===== src/verilog/pcsd_cfg.svh =====
// Register offsets, field positions, reset values and timing counts of the select decoder
`ifndef PCSD_CFG_SVH
`define PCSD_CFG_SVH
`define PCSD_OFS_CTRL1 16'hEF00
`define PCSD_OFS_CTRL2 16'hEF01
`define PCSD_OFS_TYPE 16'hEF03
`define PCSD_OFS_BASE 16'hEF04
`define PCSD_OFS_BASE_LAST 16'hEF23
`define PCSD_OFS_MASK 16'hEF24
`define PCSD_OFS_MASK_LAST 16'hEF43
`define PCSD_OFS_COMB 16'hEF45
`define PCSD_OFS_COMB_LAST 16'hEF4C
`define PCSD_OFS_TIME 16'hEF50
`define PCSD_OFS_TIME_LAST 16'hEF53
`define PCSD_RST_CTRL1 8'h02
`define PCSD_RST_CTRL2 8'h00
`define PCSD_BIT_ICD 0
`define PCSD_BIT_SHR 1
`define PCSD_BIT_RTC 4
`define PCSD_BIT_TMR 5
`define PCSD_BIT_GPE 2
`define PCSD_MASK_W 26
`define PCSD_BOOT_SEG 16'hFFFF
`define PCSD_MISS_WAITS 3'h7
`define PCSD_MISS_DELAY 1'b1
`endif


===== src/verilog/pcsd_pkg.sv =====
// Types shared by the select decoder
package pcsd_pkg;
  typedef enum logic [2:0] {
    PCSD_IDLE = 3'b001,
    PCSD_DELAY = 3'b010,
    PCSD_ACCESS = 3'b100
  } pcsd_state_t;
endpackage


===== src/verilog/pcsd_top.sv =====
// Programmable chip select decoder with access timing and bus control register
`timescale 1ns/1ns
`default_nettype none
`include "pcsd_cfg.svh"
module pcsd_top #(
  parameter int NSEL = 8
) (
  // Clock and reset
  input wire logic clk,
  input wire logic resetn,
  // Register port
  input wire logic io_wr,
  input wire logic io_rd,
  input wire logic [15:0] io_addr,
  input wire logic [7:0] io_wdata,
  output logic [7:0] io_rdata,
  // CPU cycle
  input wire logic cyc_start,
  input wire logic [31:0] cyc_addr,
  input wire logic cyc_mem,
  input wire logic cyc_dram_hit,
  input wire logic cyc_periph_hit,
  input wire logic cyc_timer_hit,
  input wire logic cyc_rtc_hit,
  input wire logic cyc_shutdown,
  output logic cyc_done,
  // External bus
  input wire logic rdy,
  output logic [8:0] cs_n,
  output logic cmd_n,
  output logic ext_cycle,
  // Internal peripheral selects and CPU reset
  output logic timer_sel,
  output logic rtc_sel,
  output logic cpu_reset_req
);
  import pcsd_pkg::*;

  logic [7:0] ctrl1_ff;
  logic [7:0] ctrl2_ff;
  logic [NSEL-1:0] type_ff;
  logic [31:0] base_ff [NSEL];
  logic [`PCSD_MASK_W-1:0] mask_ff [NSEL];
  logic [NSEL-1:0] comb_ff [NSEL];
  logic [3:0] time_ff [NSEL];
  logic [NSEL-1:0] hit;
  logic [7:0] nxt_rdata;
  logic [15:0] rel;
  logic global_peripheral_gate;
  logic tmr_ok;
  logic rtc_ok;
  logic internal_hit;
  logic ext_now;
  logic boot_hit;
  logic [2:0] nxt_waits;
  logic nxt_delay;
  logic [8:0] nxt_cs_n;

  pcsd_state_t state_ff;
  logic [2:0] cnt_ff;
  logic rdy_s1_ff;
  logic rdy_s2_ff;
  logic [8:0] cs_n_ff;
  logic cmd_n_ff;
  logic ext_ff;
  logic done_ff;
  logic tsel_ff;
  logic rsel_ff;
  logic crst_ff;
  logic [7:0] rdata_ff;

  assign global_peripheral_gate = ctrl2_ff[`PCSD_BIT_GPE];
  assign tmr_ok = cyc_timer_hit & global_peripheral_gate & ctrl1_ff[`PCSD_BIT_TMR];
  assign rtc_ok = cyc_rtc_hit & global_peripheral_gate & ctrl1_ff[`PCSD_BIT_RTC];
  assign internal_hit = tmr_ok | rtc_ok | (cyc_periph_hit & global_peripheral_gate);
  // Debug mirroring runs the external cycle even when an internal target answers
  assign ext_now = ~cyc_dram_hit & (~internal_hit | ctrl1_ff[`PCSD_BIT_ICD]);
  assign boot_hit = cyc_mem & (cyc_addr[31:16] == `PCSD_BOOT_SEG);

  // Per-select address and type compare
  genvar g;
  generate
    for (g = 0; g < NSEL; g++) begin : g_sel
      assign hit[g] = (type_ff[g] == cyc_mem)
        & (cyc_addr[31:`PCSD_MASK_W] == base_ff[g][31:`PCSD_MASK_W])
        & (((cyc_addr[`PCSD_MASK_W-1:0] ^ base_ff[g][`PCSD_MASK_W-1:0])
            & ~mask_ff[g]) == '0);
      assign nxt_cs_n[g+1] = ~(|(comb_ff[g] & hit));
    end
  endgenerate
  assign nxt_cs_n[0] = ~boot_hit;

  // Timing of the lowest numbered hitting select wins; a miss takes the slowest timing
  always_comb begin
    nxt_waits = `PCSD_MISS_WAITS;
    nxt_delay = `PCSD_MISS_DELAY;
    for (int i = NSEL - 1; i >= 0; i--) begin
      if (hit[i]) begin
        nxt_waits = time_ff[i][2:0];
        nxt_delay = time_ff[i][3];
      end
    end
  end

  // Register writes
  always_ff @(posedge clk or negedge resetn) begin
    if (!resetn) begin
      ctrl1_ff <= `PCSD_RST_CTRL1;
      ctrl2_ff <= `PCSD_RST_CTRL2;
      type_ff <= '0;
      for (int i = 0; i < NSEL; i++) begin
        base_ff[i] <= '0;
        mask_ff[i] <= '0;
        comb_ff[i] <= '0;
        time_ff[i] <= '0;
      end
    end else if (io_wr) begin
      if (io_addr == `PCSD_OFS_CTRL1) begin
        ctrl1_ff <= io_wdata;
      end
      if (io_addr == `PCSD_OFS_CTRL2) begin
        ctrl2_ff <= io_wdata & (8'h01 << `PCSD_BIT_GPE);
      end
      if (io_addr == `PCSD_OFS_TYPE) begin
        type_ff <= io_wdata[NSEL-1:0];
      end
      for (int i = 0; i < NSEL; i++) begin
        for (int b = 0; b < 4; b++) begin
          if (io_addr == 16'(`PCSD_OFS_BASE + 4 * i + b)) begin
            base_ff[i][8*b +: 8] <= io_wdata;
          end
          if (io_addr == 16'(`PCSD_OFS_MASK + 4 * i + b)) begin
            if (b == 3) begin
              mask_ff[i][25:24] <= io_wdata[1:0];
            end else begin
              mask_ff[i][8*b +: 8] <= io_wdata;
            end
          end
        end
        if (io_addr == 16'(`PCSD_OFS_COMB + i)) begin
          comb_ff[i] <= io_wdata[NSEL-1:0];
        end
        if (io_addr == 16'(`PCSD_OFS_TIME + i / 2)) begin
          time_ff[i] <= io_wdata[4*(i%2) +: 4];
        end
      end
    end
  end

  // Register read mux; unmapped addresses read zero
  always_comb begin
    nxt_rdata = 8'h00;
    rel = 16'h0000;
    if (io_addr == `PCSD_OFS_CTRL1) begin
      nxt_rdata = ctrl1_ff;
    end else if (io_addr == `PCSD_OFS_CTRL2) begin
      nxt_rdata = ctrl2_ff;
    end else if (io_addr == `PCSD_OFS_TYPE) begin
      nxt_rdata = 8'(type_ff);
    end else if (io_addr >= `PCSD_OFS_BASE && io_addr <= `PCSD_OFS_BASE_LAST) begin
      rel = io_addr - `PCSD_OFS_BASE;
      nxt_rdata = base_ff[rel[4:2]][8*rel[1:0] +: 8];
    end else if (io_addr >= `PCSD_OFS_MASK && io_addr <= `PCSD_OFS_MASK_LAST) begin
      rel = io_addr - `PCSD_OFS_MASK;
      nxt_rdata = 8'({6'h00, mask_ff[rel[4:2]]} >> (8 * rel[1:0]));
    end else if (io_addr >= `PCSD_OFS_COMB && io_addr <= `PCSD_OFS_COMB_LAST) begin
      rel = io_addr - `PCSD_OFS_COMB;
      nxt_rdata = 8'(comb_ff[rel[2:0]]);
    end else if (io_addr >= `PCSD_OFS_TIME && io_addr <= `PCSD_OFS_TIME_LAST) begin
      rel = io_addr - `PCSD_OFS_TIME;
      nxt_rdata = {time_ff[{rel[1:0], 1'b1}], time_ff[{rel[1:0], 1'b0}]};
    end
  end

  always_ff @(posedge clk or negedge resetn) begin
    if (!resetn) begin
      rdata_ff <= 8'h00;
    end else if (io_rd) begin
      rdata_ff <= nxt_rdata;
    end
  end

  // Ready comes from an external slave, so it is synchronised first
  always_ff @(posedge clk or negedge resetn) begin
    if (!resetn) begin
      rdy_s1_ff <= 1'b0;
      rdy_s2_ff <= 1'b0;
    end else begin
      rdy_s1_ff <= rdy;
      rdy_s2_ff <= rdy_s1_ff;
    end
  end

  // Cycle sequencer: optional command delay, then 1..8 access states plus ready extension
  always_ff @(posedge clk or negedge resetn) begin
    if (!resetn) begin
      state_ff <= PCSD_IDLE;
      cnt_ff <= 3'h0;
      cs_n_ff <= 9'h1FF;
      cmd_n_ff <= 1'b1;
      ext_ff <= 1'b0;
      done_ff <= 1'b0;
    end else begin
      done_ff <= 1'b0;
      case (state_ff)
        PCSD_IDLE: begin
          if (cyc_start) begin
            cs_n_ff <= nxt_cs_n;
            ext_ff <= ext_now;
            cnt_ff <= nxt_waits;
            if (nxt_delay) begin
              state_ff <= PCSD_DELAY;
            end else begin
              cmd_n_ff <= ~ext_now;
              state_ff <= PCSD_ACCESS;
            end
          end
        end
        PCSD_DELAY: begin
          cmd_n_ff <= ~ext_ff;
          state_ff <= PCSD_ACCESS;
        end
        PCSD_ACCESS: begin
          if (cnt_ff != 3'h0) begin
            cnt_ff <= cnt_ff - 3'h1;
          end else if (rdy_s2_ff) begin
            // Ready low at the last state keeps the cycle open until synchronised ready is sampled high
            state_ff <= PCSD_IDLE;
            cs_n_ff <= 9'h1FF;
            cmd_n_ff <= 1'b1;
            ext_ff <= 1'b0;
            done_ff <= 1'b1;
          end
        end
        default: begin
          state_ff <= PCSD_IDLE;
          cs_n_ff <= 9'h1FF;
          cmd_n_ff <= 1'b1;
          ext_ff <= 1'b0;
        end
      endcase
    end
  end

  // Internal peripheral selects and shutdown reset
  always_ff @(posedge clk or negedge resetn) begin
    if (!resetn) begin
      tsel_ff <= 1'b0;
      rsel_ff <= 1'b0;
      crst_ff <= 1'b0;
    end else begin
      crst_ff <= cyc_start & cyc_shutdown & ctrl1_ff[`PCSD_BIT_SHR];
      if (cyc_start && state_ff == PCSD_IDLE) begin
        tsel_ff <= tmr_ok;
        rsel_ff <= rtc_ok;
      end else if (done_ff) begin
        tsel_ff <= 1'b0;
        rsel_ff <= 1'b0;
      end
    end
  end

  assign io_rdata = rdata_ff;
  assign cs_n = cs_n_ff;
  assign cmd_n = cmd_n_ff;
  assign ext_cycle = ext_ff;
  assign cyc_done = done_ff;
  assign timer_sel = tsel_ff;
  assign rtc_sel = rsel_ff;
  assign cpu_reset_req = crst_ff;
endmodule // pcsd_top
`default_nettype wire


===== config.mk =====
export PLATFORM = sky130hd
export DESIGN_NAME = pcsd_top
export DESIGN_NICKNAME = d
export VERILOG_FILES = /design/src/verilog/pcsd_pkg.sv /design/src/verilog/pcsd_top.sv
export VERILOG_INCLUDE_DIRS = /design/src /design/src/verilog
export SDC_FILE = /design/constraint.sdc
export NUM_CORES = 1
export LEC_CHECK = 0
export BUFFER_PORTS_ARGS = -buffer_cell sky130_fd_sc_hd__buf_2
export CAP_MARGIN = 20
export CORE_MARGIN = 2
export CORE_UTILIZATION = 45
export CTS_CLUSTER_SIZE = 10
export DETAILED_ROUTE_END_ITERATION = 8
export PLACE_DENSITY_LB_ADDON = 0.1
export SETUP_SLACK_MARGIN = 0.3
export SLEW_MARGIN = 20
export SYNTH_ARGS = -nofsm -noshare
export SYNTH_HDL_FRONTEND = slang
export SYNTH_SLANG_ARGS = --single-unit

===== constraint.sdc =====
create_clock -name clk -period 1.9 [get_ports clk]
set_input_delay 0.095 -clock clk [delete_from_list [all_inputs] [get_ports clk]]
set_output_delay 0.095 -clock clk [all_outputs]
set_load 0.02 [all_outputs]

==> impl_metrics.json, run 1 <==
{
  "path_clk_slew_ns": 0.06,
  "grt_pass1_vias": 26710,
  "yosys_warnings": 0,
  "cts_tree": "yes",
  "synth_cells": 2472,
  "ys.flop_type": "dfrtp_1",
  "n_fill_cell": 5560,
  "r2r_start": "base_ff[20]",
  "synth_cell_types": 61,
  "worstHoldStart": "cyc_addr[24]",
  "vias_per_cell": 5.999,
  "io_buffers": 90,
  "dieArea_um2": 74330,
  "crit_type": "reg2reg",
  "netlist_area_um2": 32470,
  "synth_nets": 2551,
  "power_mw": 29.93,
  "final_cell_count_no_fill": 4276,
  "vias": 25650,
  "min_period_over_period": 1.387,
  "clock_sinks": 608,
  "holdPathStages": 4,
  "rows": 98,
  "clockBufferDepth": 3,
  "die_h_um": 272.6,
  "slew_viol_final": 0,
  "wl_met3_um": 9783,
  "rsz0062_at_grt": "true",
  "synth-edff-count": 0,
  "tightest_slew_ns": 1.160,
  "dp_cells": 4134,
  "cp-end-kind": "flop",
  "overflow": 0,
  "peakVddDrop_uv": 584.3,
  "critPathArrivalTime_ns": 3.17,
  "crit_slowest_cell": "dfrtp_1",
  "setup.worst_path.start": "base_ff[20]",
  "violations": "setup timing",
  "wl_met1_um": 54400,
  "startpoint_type": "flop",
  "grt_max_degree": 71,
  "cts_buffers": 73,
  "hold_slack_ns": 0.01526,
  "max_freq_ghz": 0.3796,
  "path_max_fanout": 3,
  "grt_pass1_wl_um": 190700,
  "start_util": 0.4543,
  "grt.total_usage": 0.3584,
  "r2r_slack_ns": -0.73,
  "cp.required_ns": 2.44,
  "seq_area_um2": 15230,
  "wl_met2_um": 61540,
  "hold_class": "in2reg",
  "area_growth_pct": 39.16,
  "die_x_um": 272.6,
  "wirelength_um": 132300,
  "maxSlewHeadroom": 0.2269,
  "firstDrtPassIters": 5,
  "hold_viol": 0,
  "period_needed_ns": 2.635,
  "yosysSeqAreaShare": 0.4690,
  "fin_util": 0.6322,
  "final_layout_size_suffix_gt1_frac": 0.5982,
  "dp_hpwl_um": 98700,
  "reg2reg_to": "cmd_n",
  "multi_input_area_um2": 18440,
  "gp_congestion": 0.9823,
  "yosys_register_bits": 608,
  "drc": 0,
  "async_flop_share": 1.000,
  "leakagePower_nw": 21.19,
  "endpoint": "cmd_n",
  "pin_count": 91,
  "nNetsFinal": 3368,
  "clock_latency_ns": 0.63,
  "drt_iter0_markers": 2490,
  "drtAntennaViolNets": 0,
  "top_layer": "met5",
  "skew_ns": 0.02045,
  "status": "finished, violations left",
  "fin_ws_ns": -0.7346,
  "avgSynthCellArea_um2": 13.14,
  "core_um2": 71490,
  "htreeDepth": 3,
  "crit_path_max_incr_delay_ns": 0.39,
  "r2r_cells": 10,
  "antenna_found_initial": 9,
  "cp_cell_sequence": "xnor2_1 -> o22ai_1 -> nor4_2 -> nand4_1 -> buf_6 -> nor3b_4 -> o2111ai_2 -> buf_4 -> a31oi_1 -> o21ai_1",
  "setup_viol": 22,
  "cts-root-buf": "clkbuf_16",
  "max_cap_violations": 0,
  "avgRoutedWirePerCell_um": 30.94,
  "power_per_cell_area_nw_per_um2": 662.3
}
-- how the worst min path moves through the flow --
stage | to | slack [ns]
after CTS | cs_n[0] | 0.01
after global routing | cs_n[0] | 0.01
after detailed placement | base_ff[132] | 0.03
after global placement | base_ff[132] | 0.03
after floorplan | base_ff[0] | -0.20
final | cs_n[0] | 0.02
-- timing repair --
item	CTS	global route
cloned	1	0
pin swaps	57	65
resized for setup	152	121
endpoints found under the hold margin	573	0
setup endpoints to repair	102	72
setup buffers	9	8
hold buffers	12	0
-- layout by cell type, fill, tap and decap left out, types with 34 or more instances in the layout --
cell and n:
mux2_2 437, nand2_1 65, mux4_2 166, xnor2_2 34
buf_4 718, buf_12 70, o22ai_1 101, mux2_4 155
dfrtp_1 595, xnor2_1 229, clkbuf_16 74, buf_6 42
buf_2 81, inv_1 82
-- layout make-up --
type | count | share of cell area
Antenna cell | 1 | 0.00005537
Clock buffer | 108 | 0.04513
Inverter | 88 | 0.007475
Timing Repair Buffer | 930 | 0.1753
Multi-Input combinational cell | 1588 | 0.4080
Tap cell | 950 | 0.02630
Clock inverter | 3 | 0.0007475
Sequential cell | 608 | 0.3370
-- Yosys cell counts (all sizes together) (5+ instances only) --
library cell	n	area (um^2)
dfrtp	596	14910
mux2	592	6666
xnor2	264	2312
mux4	166	3739
o22ai	137	857.1
clkbuf	118	445.4
nand2	99	371.6
inv	88	330.3
buf	70	349.1
nor4	36	255.2
a21oi	32	163.9
nor2	31	116.4
o21ai	26	130.1
nand3	24	125.1
nor2b	22	137.6
and3	21	131.4
nand4	21	137.6
dfstp	12	315.3
nor3	12	60.06
ha	11	137.6
o22a	8	70.07
a221o	6	60.06
a22oi	6	45.04
and2	6	37.53
nor3b	6	45.04
a31oi	5	31.28
-- per-layer routing --
| layer | vias up | global-route usage |
|---|---|---|
| li1 | 10740 | - |
| met1 | 13530 | 0.4865 |
| met2 | 1103 | 0.5665 |
| met3 | 275 | 0.06757 |
| met4 | 6 | 0.1498 |
| met5 | - | 0 |
-- through the flow --
stage / setup WS (ns) / setup TNS, ns / area [um^2]
after floorplan: -0.6524 / -29.00 / 34100
after global placement: -1.024 / -138.17 / 41410
after detailed placement: -1.051 / -140.41 / 41410
after CTS: -0.7234 / -12.51 / 44480
after global routing: -0.7428 / -13.19 / 45190
final: -0.7346 / -12.72 / 45190
-- where the power goes --
part	switching (mW)	total, mW	internal (mW)	leakage [nW]
clock network	5.57	12.9	7.34	1.00
registers	0.0957	13.1	13.1	8.44
logic	2.31	3.87	1.56	11.7
total	7.98	29.9	21.9	21.2
-- cell families (layout without fill, tap and decap cells) --
family / Yosys count / after routing / synth area share
adder cells (fa/ha/maj): 11 / 11 / 0.004238
AO/OA/AOI/OAI: 254 / 254 / 0.05078
buffers and inverters: 276 / 1129 / 0.03464
XOR/XNOR: 267 / 267 / 0.07201
flip-flops: 608 / 608 / 0.4690
other: 0 / 1 / 0
multiplexers: 762 / 762 / 0.3216
AND/OR/NAND/NOR: 294 / 294 / 0.04774
-- registers in the layout, indices dropped and copies added (netlist names), 3 cells and up --
signal and count:
ctrl1_ff 8, mask_ff 208, base_ff 256, type_ff 8, cnt_ff 3, comb_ff 64, time_ff 32, cs_n 9
io_rdata 8, state_ff 3
-- critical path: cells and delay by family (launching register included) --
kind	cells	cell delay [ns]
AO/OA/AOI/OAI	4	0.61
XOR/XNOR	1	0.30
buffers and inverters	2	0.43
flip-flops	1	0.39
AND/OR/NAND/NOR	3	0.80
(Power assumes the default switching activity.)
==> run 2: changes to the inputs <==
Settings changed: ABC_AREA set to 1, CTS_BUF_LIST set to sky130_fd_sc_hd__clkbuf_8.
==> impl_metrics.json, run 2 <==
{
  "status": "finished, violations left",
  "violations": "setup timing",
  "fin_ws_ns": -0.5739,
  "synth_cell_types": 60,
  "async_flop_share": 1.000,
  "cp-end-kind": "flop",
  "place_area_um2": 41830,
  "rows": 99,
  "yosys_warnings": 0,
  "yosysTopAreaCellShare": 0.4502,
  "clock_latency_ns": 0.76,
  "fin_util": 0.6232,
  "grt.total_usage": 0.3671,
  "vias": 35380,
  "nNetsFinal": 5467,
  "p_sw_mw": 9.356,
  "synth-edff-count": 0,
  "min_period_over_period": 1.302,
  "crit_type": "reg2reg",
  "power_frac_seq": 0.420,
  "pin_count": 91,
  "skew_ns": 0.06612,
  "tightest_slew_ns": 0.5643,
  "critPathArrivalTime_ns": 3.14,
  "ys_top_cells_by_area": "dfrtp_1, nand2_1, o21ai_0",
  "io_buffers": 90,
  "ys_top_cells_by_count": "nand2_1, o21ai_0, dfrtp_1, inv_1, a21oi_1",
  "wirelength_um": 139500,
  "yosys_register_bits": 608,
  "ys.flop_type": "dfrtp_1",
  "dieArea_um2": 75810,
  "avgRoutedWirePerCell_um": 21.64,
  "endpoint": "cnt_ff[0]",
  "final_cell_count_no_fill": 6444,
  "fin_area_um2": 45470,
  "internal-power_mw": 21.96,
  "largest_reg_flops": 256,
  "synth_cells": 4479,
  "startpoint_type": "flop",
  "drc": 0,
  "hold_slack_ns": 0.03674,
  "yosysSeqAreaShare": 0.4597,
  "max_freq_ghz": 0.4042,
  "final_layout_size_suffix_gt1_frac": 0.2753,
  "overflow": 0,
  "hold_class": "in2async",
  "drt_iter0_markers": 4013,
  "die_x_um": 275.3,
  "grt_pass1_wl_um": 207900,
  "synth_nets": 4558,
  "r2r_start": "base_ff[166]",
  "setup.worst_path.start": "base_ff[166]",
  "dp_hpwl_um": 101300,
  "clock_power_share": 0.412,
  "p_sw_frac": 0.2988,
  "layout_commonest_cell": "nand2_1",
  "area_growth_pct": 37.25,
  "antenna_found_initial": 4,
  "leakagePower_nw": 21.42,
  "path_max_fanout": 6,
  "hold_viol": 0,
  "slew_viol_final": 0,
  "gp_congestion": 0.9814,
  "dp_slack_ns": -0.7307,
  "yosysTopAreaCell": "dfrtp_1",
  "dp_cells": 6191,
  "setup_viol": 21,
  "avgSynthCellArea_um2": 7.397,
  "max_cap_violations": 0,
  "rsz0062_at_grt": "true",
  "cts_buffers": 109,
  "reg2reg_to": "cnt_ff[0]",
  "netlist_area_um2": 33130,
  "htreeDepth": 3,
  "clockBufferDepth": 3,
  "period_needed_ns": 2.474,
  "cp.required_ns": 2.56,
  "vias_per_cell": 5.490,
  "reg.largest.list": "base_ff (256), mask_ff (208), comb_ff (64)",
  "clock_sinks": 608,
  "power_mw": 31.31,
  "cts-root-buf": "clkbuf_8",
  "grt_max_degree": 79,
  "core_um2": 72960,
  "start_util": 0.4541,
  "peakVddDrop_uv": 551.5,
  "tns_ns": -7.350,
  "maxSlewHeadroom": 0.6238,
  "path_clk_slew_ns": 0.06,
  "grt_pass1_vias": 33060,
  "firstDrtPassIters": 6,
  "combPwrFrac": 0.168,
  "drtAntennaViolNets": 0,
  "cts_tree": "yes",
  "mostFrequentLayoutCells": "nand2_1, buf_4, o21ai_0",
  "r2r_slack_ns": -0.57,
  "r2r_cells": 19,
  "die_h_um": 275.3,
  "power_per_cell_area_nw_per_um2": 688.7,
  "yosysMostFrequentCell": "nand2_1",
  "top_register": "base_ff"
}
run 2: changes by cell type after synthesis, sizes merged, moves of 32 or more:
| cell | before | now |
|---|---|---|
| xnor2 | 264 | 72 |
| mux4 | 166 | 0 |
| nor2 | 31 | 290 |
| clkbuf | 118 | 189 |
| nand2 | 99 | 1239 |
| o22ai | 137 | 19 |
| o21ai | 26 | 879 |
| nand3 | 24 | 177 |
| a21oi | 32 | 322 |
| o211ai | 4 | 36 |
| inv | 88 | 345 |
| mux2 | 592 | 0 |
run 2: repair_timing:
action / CTS / global route
endpoints found under the hold margin: 664 / 0
pin swaps: 62 / 80
endpoints found under the setup margin: 25 / 47
buffers inserted: 4 / 17
gates resized for setup: 141 / 147
hold buffers: 24 / 0
run 2: cells by family (layout without fill, tap and decap cells):
group | Yosys count | in the layout | share of synthesized area
flops | 608 | 608 | 0.4597
mux | 4 | 4 | 0.001209
xor+xnor | 94 | 94 | 0.02508
other cells | 0 | 3 | 0
fa+ha+maj | 11 | 11 | 0.004154
buf+inv | 630 | 1633 | 0.07583
compound gates | 1351 | 1351 | 0.2174
simple gates | 1781 | 1781 | 0.2166
run 2: routing by layer:
metal / track usage / share of wire / wire length [um] / vias up
met5: 0 / 0 / 0 / -
met4: 0.1541 / 0.044 / 6111 / 0
met3: 0.05916 / 0.090 / 12500 / 315
met2: 0.5537 / 0.43 / 60340 / 1594
met1: 0.5243 / 0.43 / 60530 / 16770
li1: - / - / - / 16700
run 2: worst min-delay path by stage:
stage / to / slack [ns] / startpoint / cells after the start
6_report: mask_ff[35] / 0.04 / resetn / 3
5_1_grt: mask_ff[87] / 0.03 / resetn / 3
4_1_cts: mask_ff[35] / 0.007 / resetn / 3
3_5_place_dp: mask_ff[41] / 0.04 / resetn / 1
3_3_place_gp: mask_ff[15] / 0.04 / resetn / 1
2_1_floorplan: base_ff[0] / -0.20 / resetn / 0
run 2: final cells by class:
| cell class | count | area (um^2) |
|---|---|---|
| fillers | 6697 | 27490 |
| multi-input cells | 3241 | 16450 |
| flip-flops and latches | 608 | 15230 |
| clock inverters | 57 | 269.0 |
| well taps | 959 | 1200 |
| repair buffers | 1080 | 8942 |
| clock buffers | 148 | 2037 |
| inverters | 348 | 1333 |
| diodes | 3 | 7.507 |
run 2: power groups by stage:
stage               clock [mW]  combinational, mW  sequential (mW)
floorplan                    0               2.16             13.4
global placement             0               4.58             13.4
detailed placement           0               4.60             13.4
CTS                       13.0               4.79             13.1
global route              13.6               5.59             13.2
finish                    12.9               5.26             13.2
run 2: critical path, cell delays in order, from the launching register on:
cell and delay [ns]:
dfrtp_1 0.39, nor2_1 0.10, nor2_1 0.04, nand2_1 0.08
o21ai_2 0.06, nor2_1 0.12, buf_4 0.17, nand4_1 0.23
nor2_2 0.25, buf_6 0.15, nand2_4 0.04, buf_6 0.13
buf_6 0.13, o21ai_1 0.06, inv_1 0.05, nand2_1 0.07
nand2_1 0.06, nand2_1 0.07, nand2_1 0.06, a21oi_1 0.11
